File: config.mk
export PLATFORM = sky130hd
export DESIGN_NAME = pmc_ctrl
export DESIGN_NICKNAME = d
export VERILOG_FILES = /design/src/rtl/pmc_pkg.sv /design/src/rtl/pmc_gate_if.sv /design/src/rtl/pmc_ctrl.sv /design/src/rtl/pmc_gate.sv
export SDC_FILE = /design/constraint.sdc
export NUM_CORES = 1
export LEC_CHECK = 0
export BUFFER_PORTS_ARGS = -buffer_cell sky130_fd_sc_hd__buf_4
export CORE_MARGIN = 2
export CORE_UTILIZATION = 35
export CTS_CLUSTER_SIZE = 8
export DETAILED_ROUTE_END_ITERATION = 10
export PLACE_DENSITY = 0.73
export SLEW_MARGIN = 10
export SYNTH_ARGS = -nofsm -noshare
export SYNTH_HDL_FRONTEND = slang
export SYNTH_SLANG_ARGS = --single-unit
File: constraint.sdc
create_clock -name clk -period 1.55 [get_ports clk]
set_input_delay 0.0775 -clock clk [delete_from_list [all_inputs] [get_ports clk]]
set_output_delay 0.0775 -clock clk [all_outputs]
set_load 0.1 [all_outputs]
File: src/rtl/pmc_pkg.sv
// pmc_pkg: constants and types for the power mode controller
// assumes nothing beyond a SystemVerilog compiler
package pmc_pkg;

  // ****************************************
  // subsystem enable positions
  // ****************************************
  localparam int NSUB = 8;
  localparam int SUB_CPU = 0;
  localparam int SUB_FLASH = 1;
  localparam int SUB_I2C = 2;
  localparam int SUB_CMP = 3;
  localparam int SUB_LSOSC = 4;
  localparam int SUB_TIMER = 5;
  localparam int SUB_UDB = 6;
  localparam int SUB_ANALOG = 7;

  // subsystems that keep running through sleep
  localparam logic [7:0] SLEEP_KEEP = 8'h1C;
  localparam logic [7:0] ACT_TMPL_RST = 8'hFF;
  localparam logic [7:0] ALT_TMPL_RST = 8'hFF;

  // ****************************************
  // wake source positions
  // ****************************************
  localparam int NWAKE = 8;
  localparam int WK_CMP = 0;
  localparam int WK_PIN = 1;
  localparam int WK_I2C = 2;
  localparam int WK_RTC = 3;
  localparam int WK_TIMEWHEEL = 4;
  localparam int WK_LVD = 5;
  localparam int WK_OTHER = 6;
  localparam logic [7:0] SLEEP_WAKE_MASK = 8'h3F;
  localparam logic [7:0] HIB_WAKE_MASK = 8'h02;
  localparam logic [7:0] WAKE_EN_RST = 8'hFF;

  // ****************************************
  // modes
  // ****************************************
  typedef enum logic [1:0] {
    PMC_ACTIVE = 2'b00,
    PMC_ALT = 2'b01,
    PMC_SLEEP = 2'b10,
    PMC_HIB = 2'b11
  } pmc_mode_e;

endpackage : pmc_pkg

File: src/rtl/pmc_gate_if.sv
// pmc_gate_if: carries effective enables to the gating stage
// assumes one clock domain shared by both ends
`timescale 1ns/1ps
interface pmc_gate_if;
  logic [7:0] enable;
  logic clocks_off;
  logic [7:0] clk_gate_en;
  logic [7:0] bias_dis;
  modport ctrl (output enable, output clocks_off,
                input clk_gate_en, input bias_dis);
  modport gate (input enable, input clocks_off,
                output clk_gate_en, output bias_dis);
endinterface : pmc_gate_if

File: src/rtl/pmc_ctrl.sv
// pmc_ctrl: global power mode controller, top level
// assumes firmware drives templates and mode requests synchronously
`timescale 1ns/1ps

// Function
// - four modes: active, alternate active, sleep, hibernate
// - each subsystem has an enable bit in active and alternate templates
// - sleep disables all except I2C, comparator and low-speed clocks
// - hibernate stops all clocks; only pin interrupt unit or device reset wakes it
// - alternate active uses own template; entered only by register write
// - sleep stops timers; wakes from six listed sources or device reset only
// - cleared enable gates the subsystem clock and drives bias disable
// - template changes apply on the next clock without a mode change, except the CPU bit while cpu_force_r is set
// - CPU may disable itself and is re-enabled at next wakeup
// - any wakeup returns mode to active and enables the CPU
// - controller starts in active mode after boot
// - wakeup from enabled interrupt or device reset returns to active
module pmc_ctrl (
  // clock and reset
  input wire logic clk,
  input wire logic resetn,
  // configuration templates
  input wire logic [7:0] act_template,
  input wire logic [7:0] alt_template,
  // mode request
  input wire logic mode_req_we,
  input wire logic [1:0] mode_req,
  // wake sources
  input wire logic [7:0] wake_src,
  input wire logic [7:0] wake_en,
  input wire logic device_reset,
  // status
  output logic [1:0] cur_mode,
  output logic cpu_run,
  output logic wake_pulse,
  // subsystem gating
  output logic [7:0] clk_gate_en,
  output logic [7:0] bias_dis,
  output logic clocks_off
);

  // ****************************************
  // mode state
  // ****************************************
  pmc_pkg::pmc_mode_e mode_r, mode_nxt;
  logic cpu_force_r, cpu_force_nxt;
  logic wake_r;

  function automatic logic [7:0] wake_mask(input pmc_pkg::pmc_mode_e m);
    case (m)
      pmc_pkg::PMC_SLEEP: wake_mask = pmc_pkg::SLEEP_WAKE_MASK;
      pmc_pkg::PMC_HIB: wake_mask = pmc_pkg::HIB_WAKE_MASK;
      default: wake_mask = 8'hFF;
    endcase
  endfunction : wake_mask

  wire [7:0] wake_ok = wake_src & wake_en & wake_mask(mode_r);
  wire wake_any = (|wake_ok) || device_reset;
  wire low_mode = (mode_r == pmc_pkg::PMC_SLEEP) ||
                  (mode_r == pmc_pkg::PMC_HIB);

  always_comb begin
    mode_nxt = mode_r;
    cpu_force_nxt = cpu_force_r;
    if (wake_any) begin
      mode_nxt = pmc_pkg::PMC_ACTIVE;
      cpu_force_nxt = 1'b1;
    end else if (mode_req_we) begin
      mode_nxt = pmc_pkg::pmc_mode_e'(mode_req);
      cpu_force_nxt = 1'b0;
    end
  end

  always_ff @(posedge clk) begin
    if (!resetn) begin
      mode_r <= pmc_pkg::PMC_ACTIVE;
      cpu_force_r <= 1'b1;
      wake_r <= 1'b0;
    end else begin
      mode_r <= mode_nxt;
      cpu_force_r <= cpu_force_nxt;
      wake_r <= wake_any;
    end
  end

  // ****************************************
  // effective enables
  // ****************************************
  logic [7:0] tmpl;
  logic [7:0] eff;

  always_comb begin
    case (mode_r)
      pmc_pkg::PMC_ACTIVE: tmpl = act_template;
      pmc_pkg::PMC_ALT: tmpl = alt_template;
      pmc_pkg::PMC_SLEEP: tmpl = pmc_pkg::SLEEP_KEEP;
      pmc_pkg::PMC_HIB: tmpl = 8'h00;
      default: tmpl = 8'h00;
    endcase
    eff = tmpl;
    if (!low_mode && cpu_force_r) begin
      eff[pmc_pkg::SUB_CPU] = 1'b1;
    end
  end

  pmc_gate_if gif ();
  assign gif.enable = eff;
  assign gif.clocks_off = (mode_r == pmc_pkg::PMC_HIB);

  pmc_gate u_gate (
    .clk(clk),
    .resetn(resetn),
    .gif(gif)
  );

  assign cur_mode = mode_r;
  assign clk_gate_en = gif.clk_gate_en;
  assign bias_dis = gif.bias_dis;
  assign clocks_off = gif.clocks_off;
  assign wake_pulse = wake_r;
  assign cpu_run = clk_gate_en[pmc_pkg::SUB_CPU];

  // ****************************************
  // checks
  // ****************************************
  chk_boot_active: assert property (@(posedge clk)
    !resetn |=> mode_r == pmc_pkg::PMC_ACTIVE)
    else $error("mode not active after reset");
  chk_wake_active: assert property (@(posedge clk) disable iff (!resetn)
    wake_any |=> mode_r == pmc_pkg::PMC_ACTIVE)
    else $error("wakeup did not return to active");
  chk_wake_cpu: assert property (@(posedge clk) disable iff (!resetn)
    wake_any |=> ##1 clk_gate_en[pmc_pkg::SUB_CPU])
    else $error("cpu not enabled after wakeup");
  chk_sleep_gate: assert property (@(posedge clk) disable iff (!resetn)
    mode_r == pmc_pkg::PMC_SLEEP |=>
      (clk_gate_en & ~pmc_pkg::SLEEP_KEEP) == 8'h00)
    else $error("subsystem left running in sleep");
  chk_hib_off: assert property (@(posedge clk) disable iff (!resetn)
    mode_r == pmc_pkg::PMC_HIB && $past(mode_r) == pmc_pkg::PMC_HIB
      |-> clk_gate_en == 8'h00)
    else $error("clock running in hibernate");
  chk_hib_wake: assert property (@(posedge clk) disable iff (!resetn)
    mode_r == pmc_pkg::PMC_HIB && !device_reset &&
      (wake_src & wake_en & pmc_pkg::HIB_WAKE_MASK) == 8'h00
      |=> mode_r != pmc_pkg::PMC_ACTIVE)
    else $error("hibernate left by a non pin source");
  chk_sleep_src: assert property (@(posedge clk) disable iff (!resetn)
    mode_r == pmc_pkg::PMC_SLEEP && !device_reset && !mode_req_we &&
      (wake_src & wake_en & pmc_pkg::SLEEP_WAKE_MASK) == 8'h00
      |=> mode_r == pmc_pkg::PMC_SLEEP)
    else $error("sleep left by disallowed source");
  chk_req_mode: assert property (@(posedge clk) disable iff (!resetn)
    mode_req_we && !wake_any |=> cur_mode == $past(mode_req))
    else $error("mode request not applied");
  chk_alt_tmpl: assert property (@(posedge clk) disable iff (!resetn)
    mode_r == pmc_pkg::PMC_ALT && $stable(mode_r) && !cpu_force_r
      |=> clk_gate_en == $past(alt_template))
    else $error("alternate template not applied");
  chk_tmpl_live: assert property (@(posedge clk) disable iff (!resetn)
    mode_r == pmc_pkg::PMC_ACTIVE && !cpu_force_r
      |=> clk_gate_en == $past(act_template))
    else $error("active template change not applied");
  chk_reset_wake: assert property (@(posedge clk) disable iff (!resetn)
    device_reset |=> mode_r == pmc_pkg::PMC_ACTIVE)
    else $error("device reset did not return to active");

  // ****************************************
  // entry checks
  // ****************************************
  // low modes and alternate active are only reached by a write
  chk_alt_entry: assert property (@(posedge clk) disable iff (!resetn)
    mode_r != pmc_pkg::PMC_ALT && !mode_req_we
      |=> mode_r != pmc_pkg::PMC_ALT)
    else $error("alternate active entered without a write");

  chk_sleep_entry: assert property (@(posedge clk) disable iff (!resetn)
    mode_r != pmc_pkg::PMC_SLEEP && !mode_req_we
      |=> mode_r != pmc_pkg::PMC_SLEEP)
    else $error("sleep entered without a write");

  chk_hib_entry: assert property (@(posedge clk) disable iff (!resetn)
    mode_r != pmc_pkg::PMC_HIB && !mode_req_we
      |=> mode_r != pmc_pkg::PMC_HIB)
    else $error("hibernate entered without a write");

  chk_hib_flag: assert property (@(posedge clk) disable iff (!resetn)
    mode_req_we && mode_req == 2'b11 && !wake_any
      |=> clocks_off)
    else $error("clocks not stopped on hibernate entry");

  // ****************************************
  // wake checks
  // ****************************************
  chk_hib_pin: assert property (@(posedge clk) disable iff (!resetn)
    mode_r == pmc_pkg::PMC_HIB &&
      wake_src[pmc_pkg::WK_PIN] && wake_en[pmc_pkg::WK_PIN]
      |=> mode_r == pmc_pkg::PMC_ACTIVE)
    else $error("pin wake ignored in hibernate");

  chk_sleep_ok: assert property (@(posedge clk) disable iff (!resetn)
    mode_r == pmc_pkg::PMC_SLEEP &&
      (wake_src & wake_en & pmc_pkg::SLEEP_WAKE_MASK) != 8'h00
      |=> mode_r == pmc_pkg::PMC_ACTIVE)
    else $error("allowed wake ignored in sleep");

  chk_run_wake: assert property (@(posedge clk) disable iff (!resetn)
    !low_mode && (wake_src & wake_en) != 8'h00
      |=> mode_r == pmc_pkg::PMC_ACTIVE)
    else $error("interrupt wake ignored while running");

  chk_pulse_set: assert property (@(posedge clk) disable iff (!resetn)
    wake_any |=> wake_pulse)
    else $error("wake flag missing");

  chk_pulse_quiet: assert property (@(posedge clk) disable iff (!resetn)
    !wake_any |=> !wake_pulse)
    else $error("wake flag without a wake");

  chk_force_set: assert property (@(posedge clk) disable iff (!resetn)
    wake_any |=> cpu_force_r)
    else $error("cpu force not set by wake");

  chk_force_clear: assert property (@(posedge clk) disable iff (!resetn)
    mode_req_we && !wake_any |=> !cpu_force_r)
    else $error("cpu force kept after a write");

  // ****************************************
  // gating checks
  // ****************************************
  chk_cpu_keep: assert property (@(posedge clk) disable iff (!resetn)
    cpu_force_r && !low_mode
      |=> clk_gate_en[pmc_pkg::SUB_CPU])
    else $error("forced cpu left gated");

  chk_low_cpu: assert property (@(posedge clk) disable iff (!resetn)
    low_mode |=> !clk_gate_en[pmc_pkg::SUB_CPU])
    else $error("cpu clock running in a low mode");

  chk_sleep_keep: assert property (@(posedge clk) disable iff (!resetn)
    mode_r == pmc_pkg::PMC_SLEEP && $stable(mode_r)
      |=> clk_gate_en == pmc_pkg::SLEEP_KEEP)
    else $error("sleep keep set not applied");

  chk_gate_eff: assert property (@(posedge clk) disable iff (!resetn)
    !gif.clocks_off |=> clk_gate_en == $past(eff))
    else $error("clock gates lag the enables");

  chk_bias_eff: assert property (@(posedge clk) disable iff (!resetn)
    !gif.clocks_off |=> bias_dis == ~$past(eff))
    else $error("bias disable does not follow enables");

  chk_reset_gates: assert property (@(posedge clk)
    !resetn |=> clk_gate_en == pmc_pkg::ACT_TMPL_RST)
    else $error("gates not restored by reset");

  chk_reset_pulse: assert property (@(posedge clk)
    !resetn |=> !wake_pulse)
    else $error("wake flag set after reset");

  // ****************************************
  // hibernate residency
  // ****************************************
  // cycles spent in hibernate, saturating
  logic [3:0] hib_cnt_r, hib_cnt_nxt;

  assign hib_cnt_nxt = (mode_r != pmc_pkg::PMC_HIB) ? 4'h0 :
                       (hib_cnt_r == 4'hF) ? 4'hF : hib_cnt_r + 4'h1;

  always_ff @(posedge clk) begin
    if (!resetn) begin
      hib_cnt_r <= 4'h0;
    end else begin
      hib_cnt_r <= hib_cnt_nxt;
    end
  end

  // after two cycles in hibernate every clock and bias must be off
  chk_hib_dark: assert property (@(posedge clk) disable iff (!resetn)
    hib_cnt_r >= 4'h2
      |-> clk_gate_en == 8'h00 && bias_dis == 8'hFF)
    else $error("subsystem powered in hibernate");


  cov_sleep_wake: cover property (@(posedge clk) disable iff (!resetn)
    mode_r == pmc_pkg::PMC_SLEEP ##1 mode_r == pmc_pkg::PMC_ACTIVE);
  cov_hib_wake: cover property (@(posedge clk) disable iff (!resetn)
    mode_r == pmc_pkg::PMC_HIB ##1 mode_r == pmc_pkg::PMC_ACTIVE);
  cov_alt_entry: cover property (@(posedge clk) disable iff (!resetn)
    mode_r == pmc_pkg::PMC_ACTIVE ##1 mode_r == pmc_pkg::PMC_ALT);
  cov_cpu_off: cover property (@(posedge clk) disable iff (!resetn)
    mode_r == pmc_pkg::PMC_ALT && !clk_gate_en[pmc_pkg::SUB_CPU]);
  cov_reset_hib: cover property (@(posedge clk) disable iff (!resetn)
    mode_r == pmc_pkg::PMC_HIB && device_reset);

endmodule : pmc_ctrl

File: src/rtl/pmc_gate.sv
// pmc_gate: registered clock gate enables and bias disables
// assumes enables arrive already resolved for the current mode
`timescale 1ns/1ps
module pmc_gate (
  // clock and reset
  input wire logic clk,
  input wire logic resetn,
  // enables in, gates out
  pmc_gate_if.gate gif
);
  logic [7:0] run_en;

  assign run_en = gif.clocks_off ? 8'h00 : gif.enable;

  always_ff @(posedge clk) begin
    if (!resetn) begin
      gif.clk_gate_en <= pmc_pkg::ACT_TMPL_RST;
      gif.bias_dis <= ~pmc_pkg::ACT_TMPL_RST;
    end else begin
      gif.clk_gate_en <= run_en;
      gif.bias_dis <= ~run_en;
    end
  end

  chk_gate_follow: assert property (@(posedge clk) disable iff (!resetn)
    gif.clk_gate_en == ~gif.bias_dis)
    else $error("clock gate and bias disable disagree");
endmodule : pmc_gate

==> metrics.md <==
| Metric | Value |
|---|---|
| Total Power | `0.00113 W` |
| Number of standard cells after synthesis | `87` |
| Adder-Cell Fraction of Synth Area | `5.93%` |
| Detailed placement HPWL | `1860 um` |
| DR vias/cell | `4.89` |
| Worst path cell trace | `ha_1, and3b_2, a2111o_1, a211o_1` |
| Core Area | `2250 um^2` |
| Worst-Margin Slew | `0.334 ns` |
| Status | `completed` |
| Max-cap violations | `0` |
| Number of enable flip-flop cells after synthesis | `0` |
| Top post-synthesis cells by area | `dfxtp_1 (47%), ha_1 (5.9%), a21oi_1 (4.7%)` |
| Total gr overflow | `0` |
| Worst skew pair latency | `0.29 ns` |
| CP Launch Type | `flop` |
| WL/cell | `13.1 um` |
| Main combinational cell family by area after synthesis | `compound AO/OA/AOI/OAI gates` |
| # IOs | `59` |
| Largest net degree at the start of global routing | `16` |
| Final Hold Fails | `0` |
| Leakage power | `0.676 nW` |
| FF+latch count, synth | `20` |
| Initial Util | `37.4%` |
| Syn nets | `129` |
| Ant diodes | `0` |
| Nets | `194` |
| Final Max Tran Viols | `0` |
| Hold WC Path Type | `in -> reg` |
| Initial drt markers | `11` |
| # fillers | `212` |
| Fmax | `0.687 GHz` |
| Mean Syn Cell Area | `9.69 um^2` |
| Clock sinks | `20` |
| Cell area power density | `801 nW/um^2` |
| Final WS setup | `0.0944 ns` |
| H-tree depth | `1` |
| RSZ-0062 raised after global routing | `no` |
| Most frequent cells in the layout | `buf_4 (64), dfxtp_1 (18), a21oi_1 (6), inv_1 (5)` |
| Mapped Area | `843 um^2` |
| Setup crit end kind | `flop` |
| Fin crit period | `1.46 ns` |
| Initial antenna violation count | `0` |
| Syn-to-layout area delta | `67.8%` |
| Vias in the first global route | `823` |
| Cell accounting for the most synthesized area | `dfxtp_1` |
| Vias | `876` |
| Die width | `53.1 um` |
| CP peak stage delay | `0.38 ns` |
| Ys Warns | `0` |
| ANT nets after route | `0` |
| Clock root buffer | `clkbuf_4` |
| Async S/R FF share, synth | `0%` |
| Crit share post-route | `93.9%` |
| Yosys cell types | `29` |
| XOR/XNOR Fraction of Synth Area | `0%` |
| Max-slew headroom | `77.8%` |
| Final setup viols | `0` |
| First-pass GRT wire length | `3420 um` |
| Critical-path top delay cell | `dfxtp_4` |
| WL final | `2350 um` |
| Most common cell after layout, fill and taps aside | `buf_4` |
| Die Span Y | `53.1 um` |
| Area share of the largest cell type after synthesis | `47.5%` |
| Tot GR Track Use | `16.5%` |
| CP Class | `reg -> reg` |
| Mux share of post-synthesis cell area | `2.37%` |
| CTS tree | `done` |
| IO buf count | `58` |
| GPL Wtd Cong | `0.777` |
| Data arrival, critical path | `1.64 ns` |
| Register Area | `408 um^2` |
| Area of the multi-input gates | `435 um^2` |
| CP required | `1.74 ns` |
| Layout cell share with drive strength beyond 1 | `52.3%` |
| Ys flop type | `dfxtp_1` |
| DR pass1 iterations | `4` |
| Compound-Gate Fraction of Synth Area | `20.6%` |
| Dpl ws | `0.00467 ns` |
| Worst-path fanout max | `5` |
| Max clock buf depth | `2` |
| Post-Synth Simple-Gate Area | `18.7%` |
| Clock Pin Slew Worst Setup and Hold Paths | `0.11 ns` |
| Max VDD drop | `0.000553 V` |
| Remaining routing DRC violations | `0` |
| Total die area | `2820 um^2` |
| Row cnt | `17` |
| Clk_skew | `0.00139 ns` |
| Total CTS buffers | `3` |
| Seq/Total Area, Yosys | `47.5%` |
-- cells by family after synthesis --
kind of cell               after synthesis
adders and majority gates                4
DFF                                     20
buffers and inverters                   10
and+or+nand+nor                         27
AOI/OAI and AO/OA                       24
muxes                                    2
-- final cells by class --
type	instances	area share (%)
inverter	5	1.33
clock buffer	4	1.86
multi-input combinational	57	30.8
tap	28	2.48
sequential	20	28.8
timing repair buffer	65	34.7
-- worst max-delay path, delay by kind of cell (launching register included) --
| family | cells | cell delay, ns |
|---|---|---|
| compound gates | 2 | 0.57 |
| fa+ha+maj | 1 | 0.18 |
| flops | 1 | 0.38 |
| simple gates | 1 | 0.22 |
-- synth_stat cells, types with 3 or more instances --
cell and instances:
nand2b_1 3, dfxtp_1 20, nand2_1 4, o31a_1 3, nor2_1 5, a21oi_1 8
nand3b_1 4, clkbuf_1 4, inv_1 5, o31ai_1 3, ha_1 4, nor2b_1 3
-- timing repair --
action / CTS / global route
buffers inserted: 4 / 0
endpoints found under the setup margin: 1 / 9
hold buffers: 0 / 0
gates resized for setup: 0 / 3
pin swaps: 0 / 1
-- metal layers --
layer  track usage, %  vias up  wire [um]
met5                0        -          0
met4             5.98        0         46
met3             1.98        6        101
met2             31.5       25       1240
met1             18.4      414        956
li1                 -      431          -
-- worst paths after layout --
check	from	slack (ns)	to	depth (start not counted)
worst min register to register	cpu_force_r	0.53	cpu_force_r	1
worst max register to register	cur_mode[0]	0.09	cpu_force_r	4
worst min-delay path	device_reset	0.03	wake_pulse	2
worst max-delay path	cur_mode[0]	0.09	cpu_force_r	4
-- sequential cells by signal, summed over array words and instances, names as in the netlist --
name / count
cur_mode: 2
wake_pulse: 1
u_gate.gif.clk_gate_en: 8
cpu_force_r: 1
u_gate.gif.bias_dis: 8
-- stage by stage --
stage / hold WS (ns) / TNS, ns / util [%] / cell area, um^2 / std cells
floorplan: 0.151 / -0.831 / - / 882 / 87
global placement: 0.342 / 0 / 59.8 / 1350 / 171
detailed placement: 0.328 / 0 / 59.8 / 1350 / 171
CTS: 0.0254 / 0 / 62.3 / 1410 / 179
global route: 0.0308 / 0 / 62.8 / 1420 / 179
finish: 0.0334 / 0 / 62.8 / 1420 / 179
-- where the power goes --
part | internal, W | switching (W)
Sequential | 0.000534 | 0.00000679
Combinational | 0.000118 | 0.000227
Clock | 0.0000998 | 0.000148
No activity file was read; power rests on OpenSTA's default activity.
